--- config.mk ---
export PLATFORM = sky130hd
export DESIGN_NAME = pta_datapath
export DESIGN_NICKNAME = d
export VERILOG_FILES = /design/src/pta_pkg.sv /design/src/pta_datapath.sv
export VERILOG_INCLUDE_DIRS = /design/src
export SDC_FILE = /design/constraint.sdc
export NUM_CORES = 2
export LEC_CHECK = 0
export BUFFER_PORTS_ARGS = -buffer_cell sky130_fd_sc_hd__buf_2
export CAP_MARGIN = 0
export CORE_UTILIZATION = 70
export DETAILED_ROUTE_END_ITERATION = 6
export PLACE_DENSITY = 0.89
export SETUP_SLACK_MARGIN = 0.1
export SYNTH_ARGS = -nofsm -noshare
export SYNTH_HDL_FRONTEND = slang
export SYNTH_SLANG_ARGS = --single-unit
--- constraint.sdc ---
create_clock -name i_core_clk -period 20.8 [get_ports i_core_clk]
set_input_delay 0 -clock i_core_clk [delete_from_list [all_inputs] [get_ports i_core_clk]]
set_output_delay 0 -clock i_core_clk [all_outputs]
set_load 0.005 [all_outputs]
--- src/pta_regs.svh ---
// pta_regs.svh: register offsets, field positions, reset values and codes
// assumes: included by the datapath; holds definitions only
`ifndef PTA_REGS_SVH
`define PTA_REGS_SVH
`define PTA_ADR_CTRL   8'h00
`define PTA_ADR_OPA0   8'h04
`define PTA_ADR_OPA1   8'h08
`define PTA_ADR_OPB0   8'h0C
`define PTA_ADR_OPB1   8'h10
`define PTA_ADR_RES0   8'h14
`define PTA_ADR_RES1   8'h18
`define PTA_ADR_STAT   8'h1C
`define PTA_ADR_ERRC   8'h20
`define PTA_CTRL_TYPE  2:0
`define PTA_CTRL_OP    7:4
`define PTA_CTRL_ORDER 8
`define PTA_CTRL_START 31
`define PTA_CTRL_RST   9'h000
`define PTA_ST_CB      0
`define PTA_ST_ERR     1
`define PTA_TYPE_MAX   3'h4
`define PTA_ERR_NONE   16'h0000
`define PTA_ERR_FSRC   16'h0001
`define PTA_ERR_OPTYPE 16'h0002
`define PTA_ERR_TYPE   16'h0003
`define PTA_F_EXP      30:23
`define PTA_F_EXP_MAX  8'hFF
`define PTA_F_BIAS     10'h07F
`endif

--- src/pta_pkg.sv ---
// pta_pkg.sv: operand types, operations and sequencer states
// assumes: nothing beyond a SystemVerilog compiler
`default_nettype none
package pta_pkg;
   typedef enum logic [2:0] {
      PTA_W = 3'h0, PTA_I = 3'h1, PTA_D = 3'h2, PTA_L = 3'h3, PTA_F = 3'h4
   } pta_type_t;
   typedef enum logic [3:0] {
      PTA_MOV = 4'h0, PTA_ADD = 4'h1, PTA_SUB = 4'h2, PTA_AND = 4'h3,
      PTA_OR  = 4'h4, PTA_XOR = 4'h5, PTA_SHL = 4'h6, PTA_MUL = 4'h7,
      PTA_INC = 4'h8
   } pta_op_t;
   typedef enum logic [1:0] {
      PTA_IDLE = 2'h0, PTA_EXEC = 2'h1, PTA_FIN = 2'h3
   } pta_state_t;
endpackage : pta_pkg
`default_nettype wire

--- src/pta_datapath.sv ---
// pta_datapath.sv: typed arithmetic datapath behind a classic Wishbone slave
// assumes: one 25 MHz clock shared with the bus master, active-low async reset
//
// The register offsets and the Wishbone interface to the registers were left to the implementer.
`timescale 1ns/1ps
`default_nettype none
`include "pta_regs.svh"

module pta_datapath
   import pta_pkg::*;
(
   input  wire logic        i_core_clk,
   input  wire logic        i_resetn,
   input  wire logic        i_wb_cyc,
   input  wire logic        i_wb_stb,
   input  wire logic        i_wb_we,
   input  wire logic [7:0]  i_wb_adr,
   input  wire logic [3:0]  i_wb_sel,
   input  wire logic [31:0] i_wb_dat,
   output logic      [31:0] o_wb_dat,
   output logic             o_wb_ack,
   output logic             o_done,
   output logic             o_carry_borrow_flag,
   output logic             o_exec_error_flag,
   output logic             o_fault_lamp
);

   // ----------------------------------------------------------------
   // functions
   // ----------------------------------------------------------------
   // byte-lane merge of a 16-bit register
   function automatic logic [15:0] pta_wr16(input logic [15:0] old,
                                            input logic [15:0] dat,
                                            input logic [1:0]  sel);
      pta_wr16 = {sel[1] ? dat[15:8] : old[15:8], sel[0] ? dat[7:0] : old[7:0]};
   endfunction : pta_wr16

   // add or subtract on the top bits; bit 32 is carry/borrow, or signed overflow when sgn is set
   function automatic logic [32:0] pta_arith(input logic [31:0] a,
                                             input logic [31:0] b,
                                             input logic        sub,
                                             input logic        sgn);
      logic [32:0] s;
      logic        ovf;
      s   = sub ? ({1'b0, a} - {1'b0, b}) : ({1'b0, a} + {1'b0, b});
      ovf = sub ? ((a[31] != b[31]) && (s[31] != a[31]))
                : ((a[31] == b[31]) && (s[31] != a[31]));
      if (sgn) begin
         pta_arith = {ovf, s[31] ^ ovf, s[30:0]};
      end else begin
         pta_arith = s;
      end
   endfunction : pta_arith

   // float multiply, truncating; bit 32 is over/underflow
   function automatic logic [32:0] pta_fmul(input logic [31:0] a,
                                            input logic [31:0] b);
      logic [47:0] p;
      logic [9:0]  e;
      logic        s;
      s = a[31] ^ b[31];
      p = {1'b1, a[22:0]} * {1'b1, b[22:0]};
      e = {2'h0, a[`PTA_F_EXP]} + {2'h0, b[`PTA_F_EXP]} - `PTA_F_BIAS + {9'h000, p[47]};
      if ((a[`PTA_F_EXP] == 8'h00) || (b[`PTA_F_EXP] == 8'h00)) begin
         pta_fmul = {1'b0, s, 31'h00000000};
      end else if (e[9] || (e == 10'h000)) begin
         pta_fmul = {1'b1, s, 31'h00000000};
      end else if (e >= {2'h0, `PTA_F_EXP_MAX}) begin
         pta_fmul = {1'b1, s, `PTA_F_EXP_MAX, 23'h000000};
      end else begin
         pta_fmul = {1'b0, s, e[7:0], p[47] ? p[46:24] : p[45:23]};
      end
   endfunction : pta_fmul

   // ----------------------------------------------------------------
   // declarations
   // ----------------------------------------------------------------
   logic [8:0]  ctrl_reg, ctrl_next;
   logic [15:0] opa0_reg, opa0_next;
   logic [15:0] opa1_reg, opa1_next;
   logic [15:0] opb0_reg, opb0_next;
   logic [15:0] opb1_reg, opb1_next;
   logic        ack_reg, ack_next;
   logic [31:0] rdat_reg, rdat_next;
   pta_state_t  state_reg, state_next;
   logic [15:0] res0_reg, res0_next;
   logic [15:0] res1_reg, res1_next;
   logic        cb_reg, cb_next;
   logic        err_reg, err_next;
   logic        cy_reg, cy_next;
   logic        bw_reg, bw_next;
   logic [15:0] errc_reg, errc_next;
   logic        take;
   logic        wr;
   logic        start_req;
   logic        stat_clr;
   pta_type_t   typ;
   pta_op_t     op;
   logic        order;
   logic        narrow;
   logic        sgn;
   logic [31:0] a_val, b_val;
   logic [31:0] a_w, b_w;
   logic [32:0] ar, fm;
   logic [31:0] r;
   logic        cyn, bwn, fln;
   logic [15:0] code;

   // ----------------------------------------------------------------
   // wishbone slave
   // ----------------------------------------------------------------
   // request taken once, answered on the next cycle
   assign take      = i_wb_cyc && i_wb_stb && !ack_reg;
   assign wr        = take && i_wb_we;
   assign start_req = wr && (i_wb_adr == `PTA_ADR_CTRL) && i_wb_sel[3]
                      && i_wb_dat[`PTA_CTRL_START];
   assign stat_clr  = wr && (i_wb_adr == `PTA_ADR_STAT) && i_wb_sel[0]
                      && i_wb_dat[`PTA_ST_ERR];

   // register writes and read mux
   always_comb begin
      ctrl_next = ctrl_reg;
      opa0_next = opa0_reg;
      opa1_next = opa1_reg;
      opb0_next = opb0_reg;
      opb1_next = opb1_reg;
      ack_next  = take;
      rdat_next = rdat_reg;
      if (wr) begin
         rdat_next = 32'h00000000;
         case (i_wb_adr)
            `PTA_ADR_CTRL: begin
               if (i_wb_sel[0]) begin
                  ctrl_next[7:0] = i_wb_dat[7:0];
               end
               if (i_wb_sel[1]) begin
                  ctrl_next[`PTA_CTRL_ORDER] = i_wb_dat[`PTA_CTRL_ORDER];
               end
            end
            `PTA_ADR_OPA0: opa0_next = pta_wr16(opa0_reg, i_wb_dat[15:0], i_wb_sel[1:0]);
            `PTA_ADR_OPA1: opa1_next = pta_wr16(opa1_reg, i_wb_dat[15:0], i_wb_sel[1:0]);
            `PTA_ADR_OPB0: opb0_next = pta_wr16(opb0_reg, i_wb_dat[15:0], i_wb_sel[1:0]);
            `PTA_ADR_OPB1: opb1_next = pta_wr16(opb1_reg, i_wb_dat[15:0], i_wb_sel[1:0]);
            default: ;
         endcase
      end else if (take) begin
         case (i_wb_adr)
            `PTA_ADR_CTRL: rdat_next = {23'h000000, ctrl_reg};
            `PTA_ADR_OPA0: rdat_next = {16'h0000, opa0_reg};
            `PTA_ADR_OPA1: rdat_next = {16'h0000, opa1_reg};
            `PTA_ADR_OPB0: rdat_next = {16'h0000, opb0_reg};
            `PTA_ADR_OPB1: rdat_next = {16'h0000, opb1_reg};
            `PTA_ADR_RES0: rdat_next = {16'h0000, res0_reg};
            `PTA_ADR_RES1: rdat_next = {16'h0000, res1_reg};
            `PTA_ADR_STAT: rdat_next = {27'h0000000, state_reg != PTA_IDLE,
                                        bw_reg, cy_reg, err_reg, cb_reg};
            `PTA_ADR_ERRC: rdat_next = {16'h0000, errc_reg};
            default:       rdat_next = 32'h00000000;
         endcase
      end
   end

   // bus-side registers
   always_ff @(posedge i_core_clk or negedge i_resetn) begin
      if (!i_resetn) begin
         ctrl_reg <= `PTA_CTRL_RST;
         opa0_reg <= 16'h0000;
         opa1_reg <= 16'h0000;
         opb0_reg <= 16'h0000;
         opb1_reg <= 16'h0000;
         ack_reg  <= 1'b0;
         rdat_reg <= 32'h00000000;
      end else begin
         ctrl_reg <= ctrl_next;
         opa0_reg <= opa0_next;
         opa1_reg <= opa1_next;
         opb0_reg <= opb0_next;
         opb1_reg <= opb1_next;
         ack_reg  <= ack_next;
         rdat_reg <= rdat_next;
      end
   end

   assign o_wb_ack = ack_reg;
   assign o_wb_dat = rdat_reg;

   // ----------------------------------------------------------------
   // operand shaping
   // ----------------------------------------------------------------
   // type and half order; 16-bit values ride in the top half
   assign typ    = pta_type_t'(ctrl_reg[`PTA_CTRL_TYPE]);
   assign op     = pta_op_t'(ctrl_reg[`PTA_CTRL_OP]);
   assign order  = ctrl_reg[`PTA_CTRL_ORDER];
   assign a_val  = order ? {opa0_reg, opa1_reg} : {opa1_reg, opa0_reg};
   assign b_val  = order ? {opb0_reg, opb1_reg} : {opb1_reg, opb0_reg};
   assign narrow = (typ == PTA_W) || (typ == PTA_I) || (op == PTA_INC);
   assign sgn    = ((typ == PTA_I) || (typ == PTA_L)) && (op != PTA_INC);
   assign a_w    = narrow ? {opa0_reg, 16'h0000} : a_val;
   assign b_w    = (op == PTA_INC) ? {16'h0001, 16'h0000}
                 : (narrow ? {opb0_reg, 16'h0000} : b_val);
   assign ar     = pta_arith(a_w, b_w, op == PTA_SUB, sgn);
   assign fm     = pta_fmul(a_val, b_val);

   // ----------------------------------------------------------------
   // execution
   // ----------------------------------------------------------------
   // result, indications and error code of the current operation
   always_comb begin
      r    = a_w;
      cyn  = 1'b0;
      bwn  = 1'b0;
      fln  = 1'b0;
      code = `PTA_ERR_NONE;
      case (op)
         PTA_MOV: r = a_w;
         PTA_ADD, PTA_INC: begin
            r   = ar[31:0];
            cyn = ar[32];
         end
         PTA_SUB: begin
            r   = ar[31:0];
            bwn = ar[32];
         end
         PTA_AND: r = a_w & b_w;
         PTA_OR:  r = a_w | b_w;
         PTA_XOR: r = a_w ^ b_w;
         PTA_SHL: begin
            r   = {a_w[30:0], 1'b0};
            cyn = a_w[31];
         end
         default: code = `PTA_ERR_OPTYPE;
      endcase
      if ((typ == PTA_F) && (op != PTA_INC)) begin
         cyn  = 1'b0;
         bwn  = 1'b0;
         code = `PTA_ERR_NONE;
         // exponent all ones: infinity or not-a-number, refused as source
         if ((a_val[`PTA_F_EXP] == `PTA_F_EXP_MAX)
             || ((op == PTA_MUL) && (b_val[`PTA_F_EXP] == `PTA_F_EXP_MAX))) begin
            code = `PTA_ERR_FSRC;
         end else if (op == PTA_MOV) begin
            r = a_val;
         end else if (op == PTA_MUL) begin
            r   = fm[31:0];
            fln = fm[32];
         end else begin
            code = `PTA_ERR_OPTYPE;
         end
      end
      if (ctrl_reg[`PTA_CTRL_TYPE] > `PTA_TYPE_MAX) begin
         code = `PTA_ERR_TYPE;
      end
   end

   // sequencing, storage of results and flags
   always_comb begin
      state_next = state_reg;
      res0_next  = res0_reg;
      res1_next  = res1_reg;
      cb_next    = cb_reg;
      err_next   = err_reg;
      cy_next    = cy_reg;
      bw_next    = bw_reg;
      errc_next  = errc_reg;
      if (stat_clr) begin
         err_next = 1'b0;
      end
      case (state_reg)
         PTA_IDLE: begin
            if (start_req) begin
               state_next = PTA_EXEC;
            end
         end
         PTA_EXEC: begin
            state_next = PTA_FIN;
            if (code != `PTA_ERR_NONE) begin
               err_next  = 1'b1;
               errc_next = code;
            end else begin
               cy_next   = cyn;
               bw_next   = bwn;
               cb_next   = cyn || bwn || fln;
               res0_next = (order || narrow) ? r[31:16] : r[15:0];
               if (!narrow) begin
                  res1_next = order ? r[15:0] : r[31:16];
               end
            end
         end
         PTA_FIN: state_next = PTA_IDLE;
         default: state_next = PTA_IDLE;
      endcase
   end

   // execution registers
   always_ff @(posedge i_core_clk or negedge i_resetn) begin
      if (!i_resetn) begin
         state_reg <= PTA_IDLE;
         res0_reg  <= 16'h0000;
         res1_reg  <= 16'h0000;
         cb_reg    <= 1'b0;
         err_reg   <= 1'b0;
         cy_reg    <= 1'b0;
         bw_reg    <= 1'b0;
         errc_reg  <= `PTA_ERR_NONE;
      end else begin
         state_reg <= state_next;
         res0_reg  <= res0_next;
         res1_reg  <= res1_next;
         cb_reg    <= cb_next;
         err_reg   <= err_next;
         cy_reg    <= cy_next;
         bw_reg    <= bw_next;
         errc_reg  <= errc_next;
      end
   end

   assign o_done              = (state_reg == PTA_FIN);
   assign o_carry_borrow_flag = cb_reg;
   assign o_exec_error_flag   = err_reg;
   assign o_fault_lamp        = err_reg;

   // ----------------------------------------------------------------
   // assertions
   // ----------------------------------------------------------------
   logic        exec_go;
   logic [16:0] w_sum17;
   logic [31:0] d_sum;
   logic [31:0] res32;
   assign exec_go = (state_reg == PTA_EXEC);
   assign w_sum17 = {1'b0, opa0_reg} + {1'b0, opb0_reg};
   assign d_sum   = a_val + b_val;
   assign res32   = order ? {res0_reg, res1_reg} : {res1_reg, res0_reg};
endmodule : pta_datapath
`default_nettype wire

==> run metrics <==
grt ovf=0; Worst Hold Path Cells=4; PwrDens=22.2 mW/mm^2; Async SR Flop Fraction=100%; # IOs=86; TritonCTS clock tree=yes; Leak=between 15 and 20 nW; max_slew headroom=a little under a quarter; total placed cells including tap cells=4236; post-synth top area share=30.8%; Die X=~210 um; Mapped Cells=3699; Via density=6.81; drt drc=29; initial antenna violation count=13; synth unique cells=101; status=finished with violations; DR iter-0 viols=5179; synth warn=0; nets=roughly 4500; Required @ worst endpoint=21.07 ns; htree depth=4; slowest CP cell=clkinv_1; skew final=0.0145 ns; Non-Filler Instances=roughly 4300; FF+latch count, synth=130; critical path startpoint category=flop; DP HPWL=80.1 mm; Post-Syn Area=between 0.03 and 0.04 mm^2; worst vdd rail ir drop=0.0000635 V; CP endpoint kind=flop; Final ANT Viol Nets=0; synth cell count leaders=inv_1, fa_1, nand2_1; most common cell in the netlist=inv_1; kind of critical path=reg -> reg; Initial Util=70.9%; DR vias=29200; clk root buf=clkbuf_16; Fin. Hold Viols=0; critical path peak fanout=65; Die ar.=~0.046 mm^2; WL final=111 mm; Worst-Margin Slew=1.15 ns; number of flops mapped to enable cells by yosys=0; top cells by area, synth=fa_1, ha_1, dfrtp_1, inv_1, nand2_1; vias in the first global route=29300; first-pass GRT wire length=between 150 and 200 mm; Area Overhead vs Synth=5.01%; total track usage=50.3%; GP Congestion=1.07; Avg Cell Area, Syn=~8.5 um^2; DRT Pass-1 Iters=7; Hold Crit Class=in -> reg; Top FF cell, synth=dfrtp_1; Seq/Total Area, Yosys=10.4%; MaxCap Viol Count=0; Num Clock Sinks=130; failing checks=DRC; R2R cell count=37; Final WS setup=6.54 ns; # rows=77; Final period util=68.6%; setup repair after global routing missed its margin=no; most used cell along the critical path=fa_1; Place WS=7.36 ns; Reg clk slew, reported paths=0.06 ns; Die Y=214 um; share of cells above drive strength 1=8.45%; PortBufs=53; endpoints failing setup=0; Tmin final=14.26 ns; Worst path max stage delay=0.91 ns; Bufs on Longest Clock Path=2; crit path DAT=14.52 ns; WL/cell=between 20 and 30 um; fin. max-slew vios=0; Max Freq=70.1 MHz; sum of negative setup slack=0 ns; post-route total power=0.730 mW; largest area contributor in the netlist=fa_1; total CTS buffers=17; maximum number of pins on one net before global-route repair=72; Core Box Area=about 0.044 mm^2; worst skew pair latency=0.45 ns
-- critical path, delay by kind of cell (launching register included) --
family                     cells  cell delay, ns
adders and majority gates     10            4.36
muxes                          1            0.84
buffers and inverters          7            2.41
xor gates and xnor gates       1            0.12
DFF                            1            0.81
and+or+nand+nor                7            1.77
AOI/OAI and AO/OA             11            3.69
-- cell usage in the layout (no fill, tap or decap), drive strengths merged, types with 57 or more instances in the layout --
| master | count |
|---|---|
| inv | 677 |
| fa | 483 |
| nand2 | 451 |
| nor2 | 388 |
| ha | 281 |
| a21oi | 133 |
| dfrtp | 130 |
| o21ai | 118 |
| buf | 116 |
| mux2 | 97 |
| xnor2 | 67 |
| mux2i | 57 |
-- final timing paths --
| kind | from | end | slack [ns] |
|---|---|---|---|
| worst max-delay path | ctrl_reg[8] | res0_reg[9] | 6.54 |
| worst min-delay path | i_wb_dat[31] | state_reg[0] | 0.11 |
| worst max register to register | ctrl_reg[8] | res0_reg[9] | 6.54 |
| worst min register to register | o_wb_dat[4] | o_wb_dat[4] | 0.50 |
| max in group asynchronous | i_resetn | ctrl_reg[8] | 19.14 |
| min in group asynchronous | i_resetn | o_wb_dat[13] | 0.21 |
-- through the flow --
step | hold slack, ns | utilization (%) | cell area (um^2)
3_3_place_gp | 0.0934 | 72.6 | 32100
3_5_place_dp | 0.106 | 72.6 | 32100
2_1_floorplan | -0.296 | - | 31400
6_report | 0.110 | 74.4 | 32900
4_1_cts | 0.0827 | 74.4 | 32900
5_1_grt | 0.202 | 74.4 | 32900
-- cell type report --
type / count / area, um^2
fillers: 3045 / 11300
well taps: 592 / 741
multi-input cells: 2713 / 24800
clock buffers: 21 / 450
inverters: 686 / 2570
diodes: 8 / 20.0
flip-flops and latches: 130 / 3260
clock inverters: 11 / 184
repair buffers: 133 / 911
-- metal layers --
layer | global-route usage [%] | vias to the layer above | part of all wire, %
met5 | 5.28 | - | 0.19
met3 | 26.4 | 827 | 18
li1 | - | 11900 | -
met2 | 70.7 | 2531 | 41
met4 | 35.5 | 8 | 8.7
met1 | 58.5 | 13900 | 33
-- kinds of logic (layout without fill, tap and decap cells) --
group / count (synthesis) / after routing / share of synthesized area [%]
and+or+nand+nor: 1055 / 1055 / 14.5
buffers and inverters: 871 / 851 / 11.0
adders and majority gates: 764 / 764 / 42.1
AOI/OAI and AO/OA: 633 / 633 / 14.1
muxes: 154 / 154 / 5.43
DFF: 130 / 130 / 10.4
xor gates and xnor gates: 91 / 91 / 2.54
other: 1 / 24 / 0.0120
-- where the power goes --
part,switching (mW),leakage [nW],internal (mW)
registers,0.00519,1.81,0.256
clock network,0.119,0.315,0.215
logic,0.0844,14.3,0.0510
-- what timing repair did --
action / in CTS / in global routing
buffers inserted: 0 / 0
setup endpoints to repair: 0 / 0
resized for setup: 0 / 0
endpoints found under the hold margin: 133 / 0
hold buffers: 17 / 0
Power figures use the tool's default switching activity.
